**config.mk**
```make
export PLATFORM = sky130hd
export DESIGN_NAME = acr_reg_bank
export DESIGN_NICKNAME = d
export VERILOG_FILES = /design/src/rtl/acr_pkg.sv /design/src/rtl/acr_reg_bank.sv /design/src/rtl/acr_spi_frame.sv
export SDC_FILE = /design/constraint.sdc
export NUM_CORES = 1
export LEC_CHECK = 0
export ABC_CLOCK_PERIOD_IN_PS = 2000
export BUFFER_PORTS_ARGS = -buffer_cell sky130_fd_sc_hd__buf_2
export CORE_UTILIZATION = 54
export DETAILED_ROUTE_END_ITERATION = 10
export HOLD_SLACK_MARGIN = 0.1
export PLACE_DENSITY = 0.75
export SLEW_MARGIN = 40
export SYNTH_ARGS = -nofsm -noshare
export SYNTH_HDL_FRONTEND = slang
export SYNTH_SLANG_ARGS = --single-unit
```
**constraint.sdc**
```tcl
create_clock -name clk -period 2 [get_ports clk]
set_clock_uncertainty 0.1 [all_clocks]
set_input_delay 0.4 -clock clk [delete_from_list [all_inputs] [get_ports clk]]
set_output_delay 0.4 -clock clk [all_outputs]
set_load 0.02 [all_outputs]
```
**src/rtl/acr_pkg.sv**
```systemverilog
// Shared constants, types and field layout of the converter configuration bank
package acr_pkg;

   // Register addresses as seen on the serial port
   localparam logic [6:0] ADDR_THERMAL = 7'h2b;
   localparam logic [6:0] ADDR_SOFT_RESET = 7'h2c;
   localparam logic [6:0] ADDR_BURST = 7'h34;
   localparam logic [6:0] ADDR_SLEEP = 7'h37;
   localparam logic [6:0] ADDR_BIAS = 7'h38;

   // Serial frame layout: read flag, 7 address bits, 16 data bits
   localparam int FRAME_BITS = 24;
   localparam int HDR_BITS = 8;
   localparam logic [4:0] HDR_LAST = 5'h07;
   localparam logic [4:0] FRAME_LAST = 5'h17;

   // Field positions
   localparam int THERM_MSB = 8;
   localparam int BURST_LSB = 10;
   localparam int BURST_MSB = 13;
   localparam int SLEEP_LSB = 10;
   localparam int SLEEP_MSB = 15;
   localparam int TRIM_LSB = 7;
   localparam int TRIM_MSB = 15;
   localparam int BIAS_BIT = 6;
   localparam int SYNC_BIT = 5;
   localparam int TRIG_BIT = 4;

   // Values after reset and fixed values
   localparam logic [15:0] SOFT_RESET_KEY = 16'hd2f0;
   localparam logic [4:0] BURST_BASE = 5'h0a;
   localparam logic [5:0] SLEEP_RST = 6'h00;
   localparam logic [8:0] TRIM_RST = 9'h1ff;
   localparam logic BIAS_RST = 1'b1;
   localparam logic SYNC_RST = 1'b1;
   localparam logic TRIG_RST = 1'b1;
   localparam logic [3:0] FIXED_ONES = 4'hf;

   // Sleep selection codes
   localparam logic [5:0] SLEEP_FULL = 6'h00;
   localparam logic [5:0] SLEEP_STANDBY = 6'h20;
   localparam logic [5:0] SLEEP_DEEP = 6'h30;
   localparam logic [5:0] SLEEP_LIGHT = 6'h35;

   // Wake-up times and their cycle counts at 50 MHz
   localparam int CLK_PERIOD_NS = 20;
   localparam int WAKE_FULL_NS = 2500000;
   localparam int WAKE_STANDBY_NS = 100000;
   localparam int WAKE_DEEP_NS = 20000;
   localparam int WAKE_LIGHT_NS = 2000;
   localparam int WAKE_FULL_CYC = (WAKE_FULL_NS + CLK_PERIOD_NS - 1) / CLK_PERIOD_NS;
   localparam int WAKE_STANDBY_CYC = (WAKE_STANDBY_NS + CLK_PERIOD_NS - 1) / CLK_PERIOD_NS;
   localparam int WAKE_DEEP_CYC = (WAKE_DEEP_NS + CLK_PERIOD_NS - 1) / CLK_PERIOD_NS;
   localparam int WAKE_LIGHT_CYC = (WAKE_LIGHT_NS + CLK_PERIOD_NS - 1) / CLK_PERIOD_NS;
   localparam int WAKE_W = 17;

   typedef enum logic [1:0] {ACR_LP_FULL, ACR_LP_STANDBY, ACR_LP_DEEP, ACR_LP_LIGHT} acr_lp_mode_t;
   typedef enum logic [1:0] {ACR_PWR_ACTIVE, ACR_PWR_SLEEP, ACR_PWR_WAKE} acr_power_state_t;

   // One decoded serial access
   typedef struct packed {
      logic wr;
      logic rd;
      logic [6:0] addr;
      logic [15:0] wdata;
   } acr_spi_req_t;

endpackage : acr_pkg

```
**src/rtl/acr_reg_bank.sv**
```systemverilog
// Converter configuration register bank: thermal, soft reset, burst, sleep, bias and buffers
`timescale 1ns/10ps
// Operation
// - Temperature reading appears read-only in bits 8..0 of register 2B.
// - Writing key d2f0 to register 2C returns all registers to defaults.
// - The reset register clears itself after the software reset.
// - Burst count field 13..10 of 34 gives 10 plus code samples.
// - Low-power state is entered only while the enable pin is low.
// - Sleep codes select shutdown, standby, deep or light sleep with wake times.
// - Bit 6 of 38 powers the fuse bias, default one.
// - Bit 5 of 38 enables the sync input buffer, default one.
// - Bit 4 of 38 enables the trigger input buffer, default one.
module acr_reg_bank #(
   parameter int WAKE_FULL_CYC = acr_pkg::WAKE_FULL_CYC,
   parameter int WAKE_STANDBY_CYC = acr_pkg::WAKE_STANDBY_CYC
) (
   // Clock and reset
   input wire logic clk,
   input wire logic rst,
   // Serial configuration port
   input wire logic sen_n_pin,
   input wire logic sclk_pin,
   input wire logic sdin_pin,
   output logic sdout,
   // Device pins and sensor
   input wire logic enable_pin,
   input wire logic [8:0] thermal_code,
   // Configuration outputs
   output logic [4:0] burst_len,
   output acr_pkg::acr_lp_mode_t lp_mode,
   output acr_pkg::acr_power_state_t power_state,
   output logic device_awake,
   output logic [8:0] performance_trim_bits,
   output logic fuse_bias_on,
   output logic sync_buffer_on,
   output logic capture_start_buffer_on
);

   acr_pkg::acr_spi_req_t req;
   logic [15:0] rdata;
   logic [8:0] therm_s1, therm_s2, therm_s3, therm_val, next_therm_val;
   logic en_s1, en_s2;
   logic [5:0] sleep_code, next_sleep_code;
   logic [4:0] next_burst_len;
   logic [8:0] next_trim;
   logic next_bias, next_sync, next_trig;
   logic soft_pend, next_soft_pend;
   acr_pkg::acr_power_state_t next_power_state;
   acr_pkg::acr_lp_mode_t next_lp_mode;
   logic next_awake;
   logic [acr_pkg::WAKE_W-1:0] wake_cnt, next_wake_cnt;

   // Unknown codes fall back to full shutdown, the safest state
   function automatic acr_pkg::acr_lp_mode_t lp_decode(input logic [5:0] code);
      case (code)
         acr_pkg::SLEEP_STANDBY: lp_decode = acr_pkg::ACR_LP_STANDBY;
         acr_pkg::SLEEP_DEEP: lp_decode = acr_pkg::ACR_LP_DEEP;
         acr_pkg::SLEEP_LIGHT: lp_decode = acr_pkg::ACR_LP_LIGHT;
         default: lp_decode = acr_pkg::ACR_LP_FULL;
      endcase
   endfunction : lp_decode

   // Wake counter load value, one less than the wake time in cycles
   function automatic logic [acr_pkg::WAKE_W-1:0] wake_load(input acr_pkg::acr_lp_mode_t m);
      case (m)
         acr_pkg::ACR_LP_STANDBY: wake_load = acr_pkg::WAKE_W'(WAKE_STANDBY_CYC - 1);
         acr_pkg::ACR_LP_DEEP: wake_load = acr_pkg::WAKE_W'(acr_pkg::WAKE_DEEP_CYC - 1);
         acr_pkg::ACR_LP_LIGHT: wake_load = acr_pkg::WAKE_W'(acr_pkg::WAKE_LIGHT_CYC - 1);
         default: wake_load = acr_pkg::WAKE_W'(WAKE_FULL_CYC - 1);
      endcase
   endfunction : wake_load

   acr_spi_frame u_spi (
      .clk(clk),
      .rst(rst),
      .sen_n_pin(sen_n_pin),
      .sclk_pin(sclk_pin),
      .sdin_pin(sdin_pin),
      .sdout(sdout),
      .rdata(rdata),
      .req(req)
   );

   // Sensor code and enable pin arrive from outside the clock domain
   always_ff @(posedge clk) begin
      therm_s1 <= thermal_code;
      therm_s2 <= therm_s1;
      therm_s3 <= therm_s2;
      therm_val <= next_therm_val;
      en_s1 <= enable_pin;
      en_s2 <= en_s1;
   end

   // Sensor bits may resync on different edges; the word is taken only once two samples agree
   always_comb begin
      next_therm_val = therm_val;
      if (therm_s2 == therm_s3) begin
         next_therm_val = therm_s2;
      end
   end

   // Read-back mux; fixed-zero bits read as zero
   always_comb begin
      rdata = 16'h0000;
      case (req.addr)
         acr_pkg::ADDR_THERMAL: rdata[acr_pkg::THERM_MSB:0] = therm_val;
         acr_pkg::ADDR_SOFT_RESET: rdata = 16'h0000;
         acr_pkg::ADDR_BURST: rdata[acr_pkg::BURST_MSB:acr_pkg::BURST_LSB] = 4'(burst_len - acr_pkg::BURST_BASE);
         acr_pkg::ADDR_SLEEP: rdata[acr_pkg::SLEEP_MSB:acr_pkg::SLEEP_LSB] = sleep_code;
         acr_pkg::ADDR_BIAS: begin
            rdata[acr_pkg::TRIM_MSB:acr_pkg::TRIM_LSB] = performance_trim_bits;
            rdata[acr_pkg::BIAS_BIT] = fuse_bias_on;
            rdata[acr_pkg::SYNC_BIT] = sync_buffer_on;
            rdata[acr_pkg::TRIG_BIT] = capture_start_buffer_on;
            rdata[3:0] = acr_pkg::FIXED_ONES;
         end
         default: rdata = 16'h0000;
      endcase
   end

   // Register writes and software reset; the thermal register ignores writes
   always_comb begin
      next_burst_len = burst_len;
      next_sleep_code = sleep_code;
      next_trim = performance_trim_bits;
      next_bias = fuse_bias_on;
      next_sync = sync_buffer_on;
      next_trig = capture_start_buffer_on;
      next_soft_pend = 1'b0;
      if (soft_pend) begin
         next_burst_len = acr_pkg::BURST_BASE;
         next_sleep_code = acr_pkg::SLEEP_RST;
         next_trim = acr_pkg::TRIM_RST;
         next_bias = acr_pkg::BIAS_RST;
         next_sync = acr_pkg::SYNC_RST;
         next_trig = acr_pkg::TRIG_RST;
      end else if (req.wr) begin
         case (req.addr)
            acr_pkg::ADDR_SOFT_RESET: next_soft_pend = (req.wdata == acr_pkg::SOFT_RESET_KEY);
            acr_pkg::ADDR_BURST: next_burst_len = acr_pkg::BURST_BASE +
               {1'b0, req.wdata[acr_pkg::BURST_MSB:acr_pkg::BURST_LSB]};
            acr_pkg::ADDR_SLEEP: next_sleep_code = req.wdata[acr_pkg::SLEEP_MSB:acr_pkg::SLEEP_LSB];
            acr_pkg::ADDR_BIAS: begin
               next_trim = req.wdata[acr_pkg::TRIM_MSB:acr_pkg::TRIM_LSB];
               next_bias = req.wdata[acr_pkg::BIAS_BIT];
               next_sync = req.wdata[acr_pkg::SYNC_BIT];
               next_trig = req.wdata[acr_pkg::TRIG_BIT];
            end
            default: next_soft_pend = 1'b0;
         endcase
      end
   end

   // Power sequencing: mode is latched on entry so a later write cannot shorten the wake
   always_comb begin
      next_power_state = power_state;
      next_lp_mode = lp_mode;
      next_wake_cnt = wake_cnt;
      case (power_state)
         acr_pkg::ACR_PWR_ACTIVE: begin
            if (!en_s2) begin
               next_power_state = acr_pkg::ACR_PWR_SLEEP;
               next_lp_mode = lp_decode(sleep_code);
            end
         end
         acr_pkg::ACR_PWR_SLEEP: begin
            if (en_s2) begin
               next_power_state = acr_pkg::ACR_PWR_WAKE;
               next_wake_cnt = wake_load(lp_mode);
            end
         end
         acr_pkg::ACR_PWR_WAKE: begin
            if (!en_s2) begin
               next_power_state = acr_pkg::ACR_PWR_SLEEP;
            end else if (wake_cnt == '0) begin
               next_power_state = acr_pkg::ACR_PWR_ACTIVE;
            end else begin
               next_wake_cnt = wake_cnt - 1'b1;
            end
         end
         default: next_power_state = acr_pkg::ACR_PWR_ACTIVE;
      endcase
      next_awake = (next_power_state == acr_pkg::ACR_PWR_ACTIVE);
   end

   always_ff @(posedge clk) begin
      if (rst) begin
         burst_len <= acr_pkg::BURST_BASE;
         sleep_code <= acr_pkg::SLEEP_RST;
         performance_trim_bits <= acr_pkg::TRIM_RST;
         fuse_bias_on <= acr_pkg::BIAS_RST;
         sync_buffer_on <= acr_pkg::SYNC_RST;
         capture_start_buffer_on <= acr_pkg::TRIG_RST;
         soft_pend <= 1'b0;
         power_state <= acr_pkg::ACR_PWR_ACTIVE;
         lp_mode <= acr_pkg::ACR_LP_FULL;
         wake_cnt <= '0;
         device_awake <= 1'b1;
      end else begin
         burst_len <= next_burst_len;
         sleep_code <= next_sleep_code;
         performance_trim_bits <= next_trim;
         fuse_bias_on <= next_bias;
         sync_buffer_on <= next_sync;
         capture_start_buffer_on <= next_trig;
         soft_pend <= next_soft_pend;
         power_state <= next_power_state;
         lp_mode <= next_lp_mode;
         wake_cnt <= next_wake_cnt;
         device_awake <= next_awake;
      end
   end
endmodule : acr_reg_bank

```
**src/rtl/acr_spi_frame.sv**
```systemverilog
// Serial port frame receiver and read-data shifter, oversampled on clk
`timescale 1ns/10ps
module acr_spi_frame (
   // Clock and reset
   input wire logic clk,
   input wire logic rst,
   // Serial pins
   input wire logic sen_n_pin,
   input wire logic sclk_pin,
   input wire logic sdin_pin,
   output logic sdout,
   // Register side
   input wire logic [15:0] rdata,
   output acr_pkg::acr_spi_req_t req
);

   logic sen_n_s1, sen_n_s2, sclk_s1, sclk_s2, sclk_d, sdin_s1, sdin_s2;
   logic [4:0] bit_cnt, next_bit_cnt;
   logic [23:0] shreg, next_shreg;
   logic [15:0] out_sh, next_out_sh;
   logic next_sdout;
   acr_pkg::acr_spi_req_t next_req;

   // Pins cross into clk domain through two flops
   always_ff @(posedge clk) begin
      sen_n_s1 <= sen_n_pin;
      sen_n_s2 <= sen_n_s1;
      sclk_s1 <= sclk_pin;
      sclk_s2 <= sclk_s1;
      sdin_s1 <= sdin_pin;
      sdin_s2 <= sdin_s1;
      sclk_d <= sclk_s2;
   end

   // Shift on rising sclk, drive read data on falling sclk
   always_comb begin
      logic [23:0] word;
      word = {shreg[22:0], sdin_s2};
      next_bit_cnt = bit_cnt;
      next_shreg = shreg;
      next_out_sh = out_sh;
      next_sdout = sdout;
      next_req = req;
      next_req.wr = 1'b0;
      next_req.rd = 1'b0;
      if (req.rd) begin
         next_out_sh = rdata; // Loaded one cycle after the header, before the next falling edge
      end
      if (sen_n_s2) begin
         next_bit_cnt = 5'h00; // Deselect aborts a partial frame
         next_sdout = 1'b0;
      end else if (sclk_s2 && !sclk_d) begin
         next_shreg = word;
         next_bit_cnt = bit_cnt + 5'h01;
         if (bit_cnt == acr_pkg::HDR_LAST) begin
            next_req.addr = word[6:0];
            next_req.rd = word[7];
         end
         if (bit_cnt == acr_pkg::FRAME_LAST) begin
            next_req.wr = !word[23];
            next_req.wdata = word[15:0];
            next_bit_cnt = 5'h00;
         end
      end else if (!sclk_s2 && sclk_d && bit_cnt >= 5'h08) begin
         next_sdout = out_sh[15];
         next_out_sh = {out_sh[14:0], 1'b0};
      end
   end

   always_ff @(posedge clk) begin
      if (rst) begin
         bit_cnt <= 5'h00;
         shreg <= 24'h000000;
         out_sh <= 16'h0000;
         sdout <= 1'b0;
         req <= '0;
      end else begin
         bit_cnt <= next_bit_cnt;
         shreg <= next_shreg;
         out_sh <= next_out_sh;
         sdout <= next_sdout;
         req <= next_req;
      end
   end

endmodule : acr_spi_frame

```
**Word-level counts from Yosys, hierarchy flattened**

Index checks and enable logic that the tools add are counted.

- Flip-flop bits (word level): 161
- Input port bits: 15
- Output and inout port bits: 23
- Logic and storage cells: 108

- Add/subtract/negate cells: 4
- Order comparisons: 1
- Equality and inequality tests: 20
- Muxes and demuxes: 20
- Bitwise gates (word level): 7
- Reduce and logical (&&, ||, !) cells: 24

Operators by type and width:

| cell | count |
|---|---|
| two-way mux 16 bit | 4 |
| two-way mux 17 bit | 3 |
| case mux 17 bit (3 select lines) | 1 |
| == test 7 x 6 -> 1 bit, second input constant | 5 |
| case mux 17 bit (2 select lines) | 1 |
| == test 6 bit, second input constant | 3 |
| case mux 9 bit (2 select lines) | 1 |
| logical NOT 17 bit | 1 |
| subtractor 17 x 1 -> 17 bit, second input constant | 1 |
| == test 16 bit, second input constant | 1 |
| case mux 2 bit (3 select lines) | 2 |
| case mux 4 bit (3 select lines) | 1 |
| AND reduction 2 bit | 6 |
| OR reduction 4 bit | 3 |
| == test 9 bit | 1 |
| two-way mux 2 bit | 4 |
| NOT 1 bit | 7 |
| == test 2 bit, second input constant | 3 |
| != test 2 bit, second input constant | 3 |
| AND reduction 3 bit | 2 |
| adder 4 x 4 -> 5 bit, first input constant | 1 |
| adder 5 x 1 -> 5 bit, second input constant | 1 |
| == test 5 x 3 -> 1 bit, second input constant | 1 |
| == test 5 bit, second input constant | 1 |
| 12 further kinds | 19 |

**Depth between registers and ports, before layout**

- Depth after elaboration: 6
- Depth in mapped cells: 8
- Mapped depth without buffers: 7

**Modules after synthesis**

From an unflattened synthesis, not the netlist that was laid out.

- Cell total of the unflattened synthesis: 697
- Area, all modules: 6561.3 sq um

Modules (own cells, without submodules):

| module | times used | cells an instance | area an instance (sq um) | sequential area each (sq um) |
|---|---|---|---|---|
| acr_reg_bank | 1 | 367 | 3475.8 | 1771.7 |
| acr_spi_frame | 1 | 330 | 3085.5 | 1541.5 |

**Worst setup path before layout**

OpenSTA, ideal clock, no wires.

- Kind: register to register
- Start: reg therm_s2[6]
- End: reg therm_val[0], enable pin
- Library setup time: 0.399 ns
- Arrival: 1.504 ns
- Required time: 1.501 ns
- Slack: -0.004 ns
- Cell stages (with the launch flop): 4
- Buffers on the path: 0
- Period minus slack after synthesis: 2.004 ns
- Cells stage by stage: dfxtp_1 xnor2_1 nand3_1 nor4_1

- Longest elaborated chain between the ends: 1

Ends and longest elaborated chain:

| what | line | source |
|---|---|---|
| start, declared | acr_reg_bank.sv:41 | `logic [8:0] therm_s1, therm_s2, therm_s3, therm_val, next_therm_val;` |
| start signal, assigned | acr_reg_bank.sv:87 | `therm_s2 <= therm_s1;` |
| == test 9 bit | acr_reg_bank.sv:97 | `if (therm_s2 == therm_s3) begin` |
| end signal, assigned | acr_reg_bank.sv:89 | `therm_val <= next_therm_val;` |
| end, declared | acr_reg_bank.sv:41 |  |

Every way passes these cells.
A chain may end at the register's enable or synchronous reset.

**Worst setup path after layout**

- Start: reg wake_cnt[7] in the netlist's numbering
- End: reg wake_cnt[12] in the netlist's numbering

- Longest elaborated chain between the ends: 4
- Elaborated cells on any way between the ends: 7
- Those cells by class: 1 x add/sub; 1 x eq/ne; 3 x mux; 2 x reduce/logical

Ends and longest elaborated chain:

| what | line | source |
|---|---|---|
| start, declared | acr_reg_bank.sv:51 | `logic [acr_pkg::WAKE_W-1:0] wake_cnt, next_wake_cnt;` |
| start signal, assigned | acr_reg_bank.sv:209 | `wake_cnt <= next_wake_cnt;` |
| subtractor 17 x 1 -> 17 bit | acr_reg_bank.sv:178 | `next_wake_cnt = wake_cnt - 1'b1;` |
| two-way mux 17 bit | acr_reg_bank.sv:175 | `end else if (wake_cnt == '0) begin` |
| two-way mux 17 bit | acr_reg_bank.sv:173 | `if (!en_s2) begin` |
| case mux 17 bit (2 select lines) | acr_reg_bank.sv:159 | `case (power_state)` |

Several ways; a longest one is shown, not always the timed one. The select of a mux whose other input is x is not followed.

==> flow_summary.html <==
<table>
<tr><th>Metric</th><th>Value</th></tr>
<tr><th colspan="2">Floorplanning</th></tr>
<tr><td>Core Area</td><td>roughly 11,000 um2</td></tr>
<tr><td>Initial standard-cell utilization of the core</td><td>56.6%</td></tr>
<tr><td>Number of placement rows</td><td>38</td></tr>
<tr><td>I/O pin count</td><td>38</td></tr>
<tr><td>Die Y</td><td>approximately 110 um</td></tr>
<tr><td>Die Footprint</td><td>12,000 um2</td></tr>
<tr><td>Die span in x</td><td>110 um</td></tr>
<tr><th colspan="2">Clocking</th></tr>
<tr><td>Clock H-tree levels</td><td>4</td></tr>
<tr><td>Clock sink count</td><td>roughly 160</td></tr>
<tr><td>Clock root buffer</td><td>sky130_fd_sc_hd__clkbuf_16</td></tr>
<tr><td>Maximum clock insertion buffer count</td><td>2</td></tr>
<tr><td>Clock transition time at the flip-flop clock pins of the worst setup and hold paths</td><td>approximately 0.070 ns</td></tr>
<tr><td>Later-pin clock latency in the skew report</td><td>roughly 0.43 ns</td></tr>
<tr><td>TritonCTS Buffers</td><td>17</td></tr>
<tr><td>CTS tree</td><td>built</td></tr>
<tr><th colspan="2">Yosys</th></tr>
<tr><td>Top post-synthesis cells by area</td><td>sky130_fd_sc_hd__dfxtp_1 (49%), sky130_fd_sc_hd__nand2_1 (7.5%), sky130_fd_sc_hd__a21oi_1 (5.3%)</td></tr>
<tr><td>Mapped Cells</td><td>around 700</td></tr>
<tr><td>Part of the Yosys area used for sequential elements</td><td>a little over half</td></tr>
<tr><td>Cell types with the highest counts after synthesis</td><td>sky130_fd_sc_hd__dfxtp_1 (152), sky130_fd_sc_hd__nand2_1 (126), sky130_fd_sc_hd__a21oi_1 (66), sky130_fd_sc_hd__nor2_1 (65)</td></tr>
<tr><td>Commonest register cell after synthesis</td><td>sky130_fd_sc_hd__dfxtp_1</td></tr>
<tr><td>Proportion of netlist area held by the largest area contributor</td><td>roughly half</td></tr>
<tr><td>Yosys top cell by area</td><td>sky130_fd_sc_hd__dfxtp_1</td></tr>
<tr><td>Number of library cell types mapped by synthesis</td><td>58</td></tr>
<tr><td>Flip-flop and latch count after synthesis</td><td>about 160</td></tr>
<tr><td>Top-count cell post-synth</td><td>sky130_fd_sc_hd__dfxtp_1</td></tr>
<tr><td>Number of warning messages in the yosys log</td><td>0</td></tr>
<tr><td>Mapped Nets</td><td>712</td></tr>
<tr><td>Post-synthesis instance area</td><td>approximately 6300 um2</td></tr>
<tr><td>Number of enable-type register cells in the synthesized netlist</td><td>9</td></tr>
<tr><td>Async set-reset flop share out of synthesis</td><td>0%</td></tr>
<tr><td>Post-synthesis average cell area</td><td>9.14 um2</td></tr>
<tr><th colspan="2">Detailed routing</th></tr>
<tr><td>Wire length reported by the detailed router</td><td>approximately 14,000 um</td></tr>
<tr><td>Initial DRC count</td><td>between 300 and 400</td></tr>
<tr><td>Detailed-route DRC error count</td><td>0</td></tr>
<tr><td>Number of vias in the routed layout</td><td>a little over 5k</td></tr>
<tr><td>Vias per cell</td><td>5.70</td></tr>
<tr><td>Routed length per instance</td><td>around 16 um</td></tr>
<tr><td>Detailed-router iteration count before antenna repair</td><td>5</td></tr>
<tr><td>Final antenna-violating net count</td><td>0</td></tr>
<tr><th colspan="2">STA</th></tr>
<tr><td>Setup repair after global routing missed its margin</td><td>yes</td></tr>
<tr><td>Final TNS setup</td><td>0 ns</td></tr>
<tr><td>Maximum clock frequency</td><td>around 0.52 GHz</td></tr>
<tr><td>Setup WS post-layout</td><td>0.0622 ns</td></tr>
<tr><td>Transition time at the pin with the least slew margin</td><td>approximately 0.52 ns</td></tr>
<tr><td>Max-Slew Margin vs Limit</td><td>around two thirds</td></tr>
<tr><td>Max-slew violations</td><td>0</td></tr>
<tr><td>Endpoints failing hold</td><td>0</td></tr>
<tr><td>Final critical-path share of the clock period</td><td>a little over nine tenths</td></tr>
<tr><td>Period minus WS final</td><td>just under 2 ns</td></tr>
<tr><td>Number of endpoints failing setup at the final stage</td><td>0</td></tr>
<tr><th colspan="2">Critical path</th></tr>
<tr><td>Worst EP required</td><td>approximately 2.3 ns</td></tr>
<tr><td>Highest fanout seen on the critical path</td><td>4</td></tr>
<tr><td>Startpoint type of the worst setup path</td><td>flop</td></tr>
<tr><td>Class of the most critical setup path</td><td>flop to flop</td></tr>
<tr><td>Worst setup path startpoint</td><td>wake_cnt[7]</td></tr>
<tr><td>Crit. End Element</td><td>flop</td></tr>
<tr><td>Crit Reg-Reg Startpoint</td><td>wake_cnt[7]</td></tr>
<tr><td>Data arrival time of the critical path</td><td>roughly 2.2 ns</td></tr>
<tr><th colspan="2">Placement</th></tr>
<tr><td>Total half-perimeter wirelength after legalization and detailed placement</td><td>approximately 10000 um</td></tr>
<tr><td>Setup Slack @ Placement</td><td>between 0.03 and 0.04 ns</td></tr>
<tr><td># placed instances</td><td>857</td></tr>
<tr><td>Routability Congestion</td><td>about 0.9</td></tr>
<tr><td>Area after DPL</td><td>roughly 6700 um2</td></tr>
<tr><td>Number of I/O port buffers</td><td>37</td></tr>
<tr><th colspan="2">Final layout</th></tr>
<tr><td>Count of nets after finishing</td><td>a little under 800</td></tr>
<tr><td>Post-layout utilization of the core</td><td>between 60% and 70%</td></tr>
<tr><td>Ratio of cells with drive above 1 in the final layout</td><td>~17%</td></tr>
<tr><td>Antenna cell count</td><td>0</td></tr>
<tr><td>Finished Layout Cells</td><td>904</td></tr>
<tr><td>Finished Cell Area</td><td>7490 um2</td></tr>
<tr><td>Area grow syn2layout</td><td>19.4%</td></tr>
<tr><th colspan="2">Status</th></tr>
<tr><td>Result of the run</td><td>complete, no violations</td></tr>
<tr><th colspan="2">Global routing</th></tr>
<tr><td>Number of antenna violations at the first check in global routing</td><td>0</td></tr>
<tr><td>Overflow after GRT</td><td>0</td></tr>
<tr><td>Pin count of the biggest net entering global routing</td><td>36</td></tr>
<tr><td>Wire length of the first global-routing pass</td><td>24,000 um</td></tr>
<tr><td>Total routing resource utilization after global routing</td><td>26.2%</td></tr>
<tr><td>Via count of the first global-routing pass</td><td>5,004</td></tr>
<tr><th colspan="2">Power</th></tr>
<tr><td>Worst IR Drop VDD</td><td>between 0.9 and 1 mV</td></tr>
<tr><td>Leak Pwr</td><td>around 3.0 nW</td></tr>
<tr><td>Pwr Density</td><td>~920 nW/um2</td></tr>
<tr><th colspan="2">Hold path</th></tr>
<tr><td>Hold Path Origin</td><td>rst</td></tr>
<tr><td>Classification of the worst-slack hold path</td><td>primary input to flop</td></tr>
<tr><th colspan="2">Run</th></tr>
<tr><td>Max-cap violation count</td><td>0</td></tr>
</table>
path summary, 6_finish.rpt:
| path | to | cells after the start | slack (ns) |
|---|---|---|---|
| hold reg to reg | therm_s2[7] | 0 | 0.23 |
| setup / recovery | wake_cnt[12] | 5 | 0.06 |
| hold / removal | u_spi.req[18] | 2 | 0.21 |
| setup reg to reg | wake_cnt[12] | 5 | 0.06 |
per-layer routing:
| layer | vias up | track usage (%) | routed length, um |
|---|---|---|---|
| met5 | - | 0 | 0 |
| met1 | 2450 | 32.2 | 6250 |
| met3 | 29 | 7.11 | 644 |
| li1 | 2542 | - | - |
| met2 | 129 | 43.5 | 7030 |
| met4 | 0 | 10.6 | 319 |
placed cells by master, fill, tap and decap left out, drive strengths merged, types with 11 or more instances in the layout:
master	netlist	final
nor2	65	65
buf	10	70
a211oi	11	11
dlygate4sd3	0	13
nor3	25	25
dfxtp	152	152
a21oi	70	70
inv	12	20
nand3	26	26
ha	11	11
nand2	126	126
a221oi	11	11
mux2i	14	14
clkbuf	27	17
flip-flops by register name (all words and copies together) (netlist names), 2 cells and up:
register and flops:
u_spi.bit_cnt 5, u_spi.out_sh 16, wake_cnt 17, therm_s1 9
therm_s2 9, therm_s3 9, burst_len 5, therm_val 9
u_spi.shreg 23, lp_mode 2, power_state 2, u_spi.req 25
performance_trim_bits 9, sleep_code 6
kinds of logic (layout without fill, tap and decap cells):
family                     count (synthesis)  in the layout  share of synthesized area [%]
xor gates and xnor gates                  16             16                           2.23
adders and majority gates                 11             11                           2.19
and+or+nand+nor                          303            303                           23.5
AOI/OAI and AO/OA                        132            132                           13.8
DFF                                      161            161                           52.8
muxes                                     14             14                           2.23
buffers and inverters                     49            127                           3.21
report_power, final:
part / internal [mW] / switching, mW
combinational: 0.190 / 0.228
clock: 1.67 / 1.45
sequential: 3.30 / 0.0542
per-stage QoR:
stage / hold slack (ns) / power (mW)
2_1_floorplan: 0.210 / 3.67
3_3_place_gp: 0.211 / 3.78
3_5_place_dp: 0.215 / 3.79
4_1_cts: 0.194 / 6.93
5_1_grt: 0.209 / 7.15
6_report: 0.207 / 6.89
area by class of cell:
| type | instances | area (um2) |
|---|---|---|
| Timing Repair Buffer | 83 | 567 |
| Sequential cell | 161 | 3310 |
| Clock inverter | 15 | 163 |
| Tap cell | 140 | 175 |
| Multi-Input combinational cell | 476 | 2800 |
| Inverter | 12 | 45.0 |
| Fill cell | 873 | 3590 |
| Clock buffer | 17 | 425 |
timing repair:
action,CTS,global route
buffers inserted,0,2
hold buffers,13,0
endpoints found under the setup margin,0,23
gates resized for setup,0,10
endpoints found under the hold margin,13,0
worst max-delay path: stages, from the launching register on:
cell and delay [ns]:
sky130_fd_sc_hd__dfxtp_1 0.38, sky130_fd_sc_hd__or4_1 0.67, sky130_fd_sc_hd__nor3_2 0.29, sky130_fd_sc_hd__nand3_1 0.11, sky130_fd_sc_hd__a21o_1 0.19, sky130_fd_sc_hd__a21oi_1 0.12
Power figures use the tool's default switching activity.
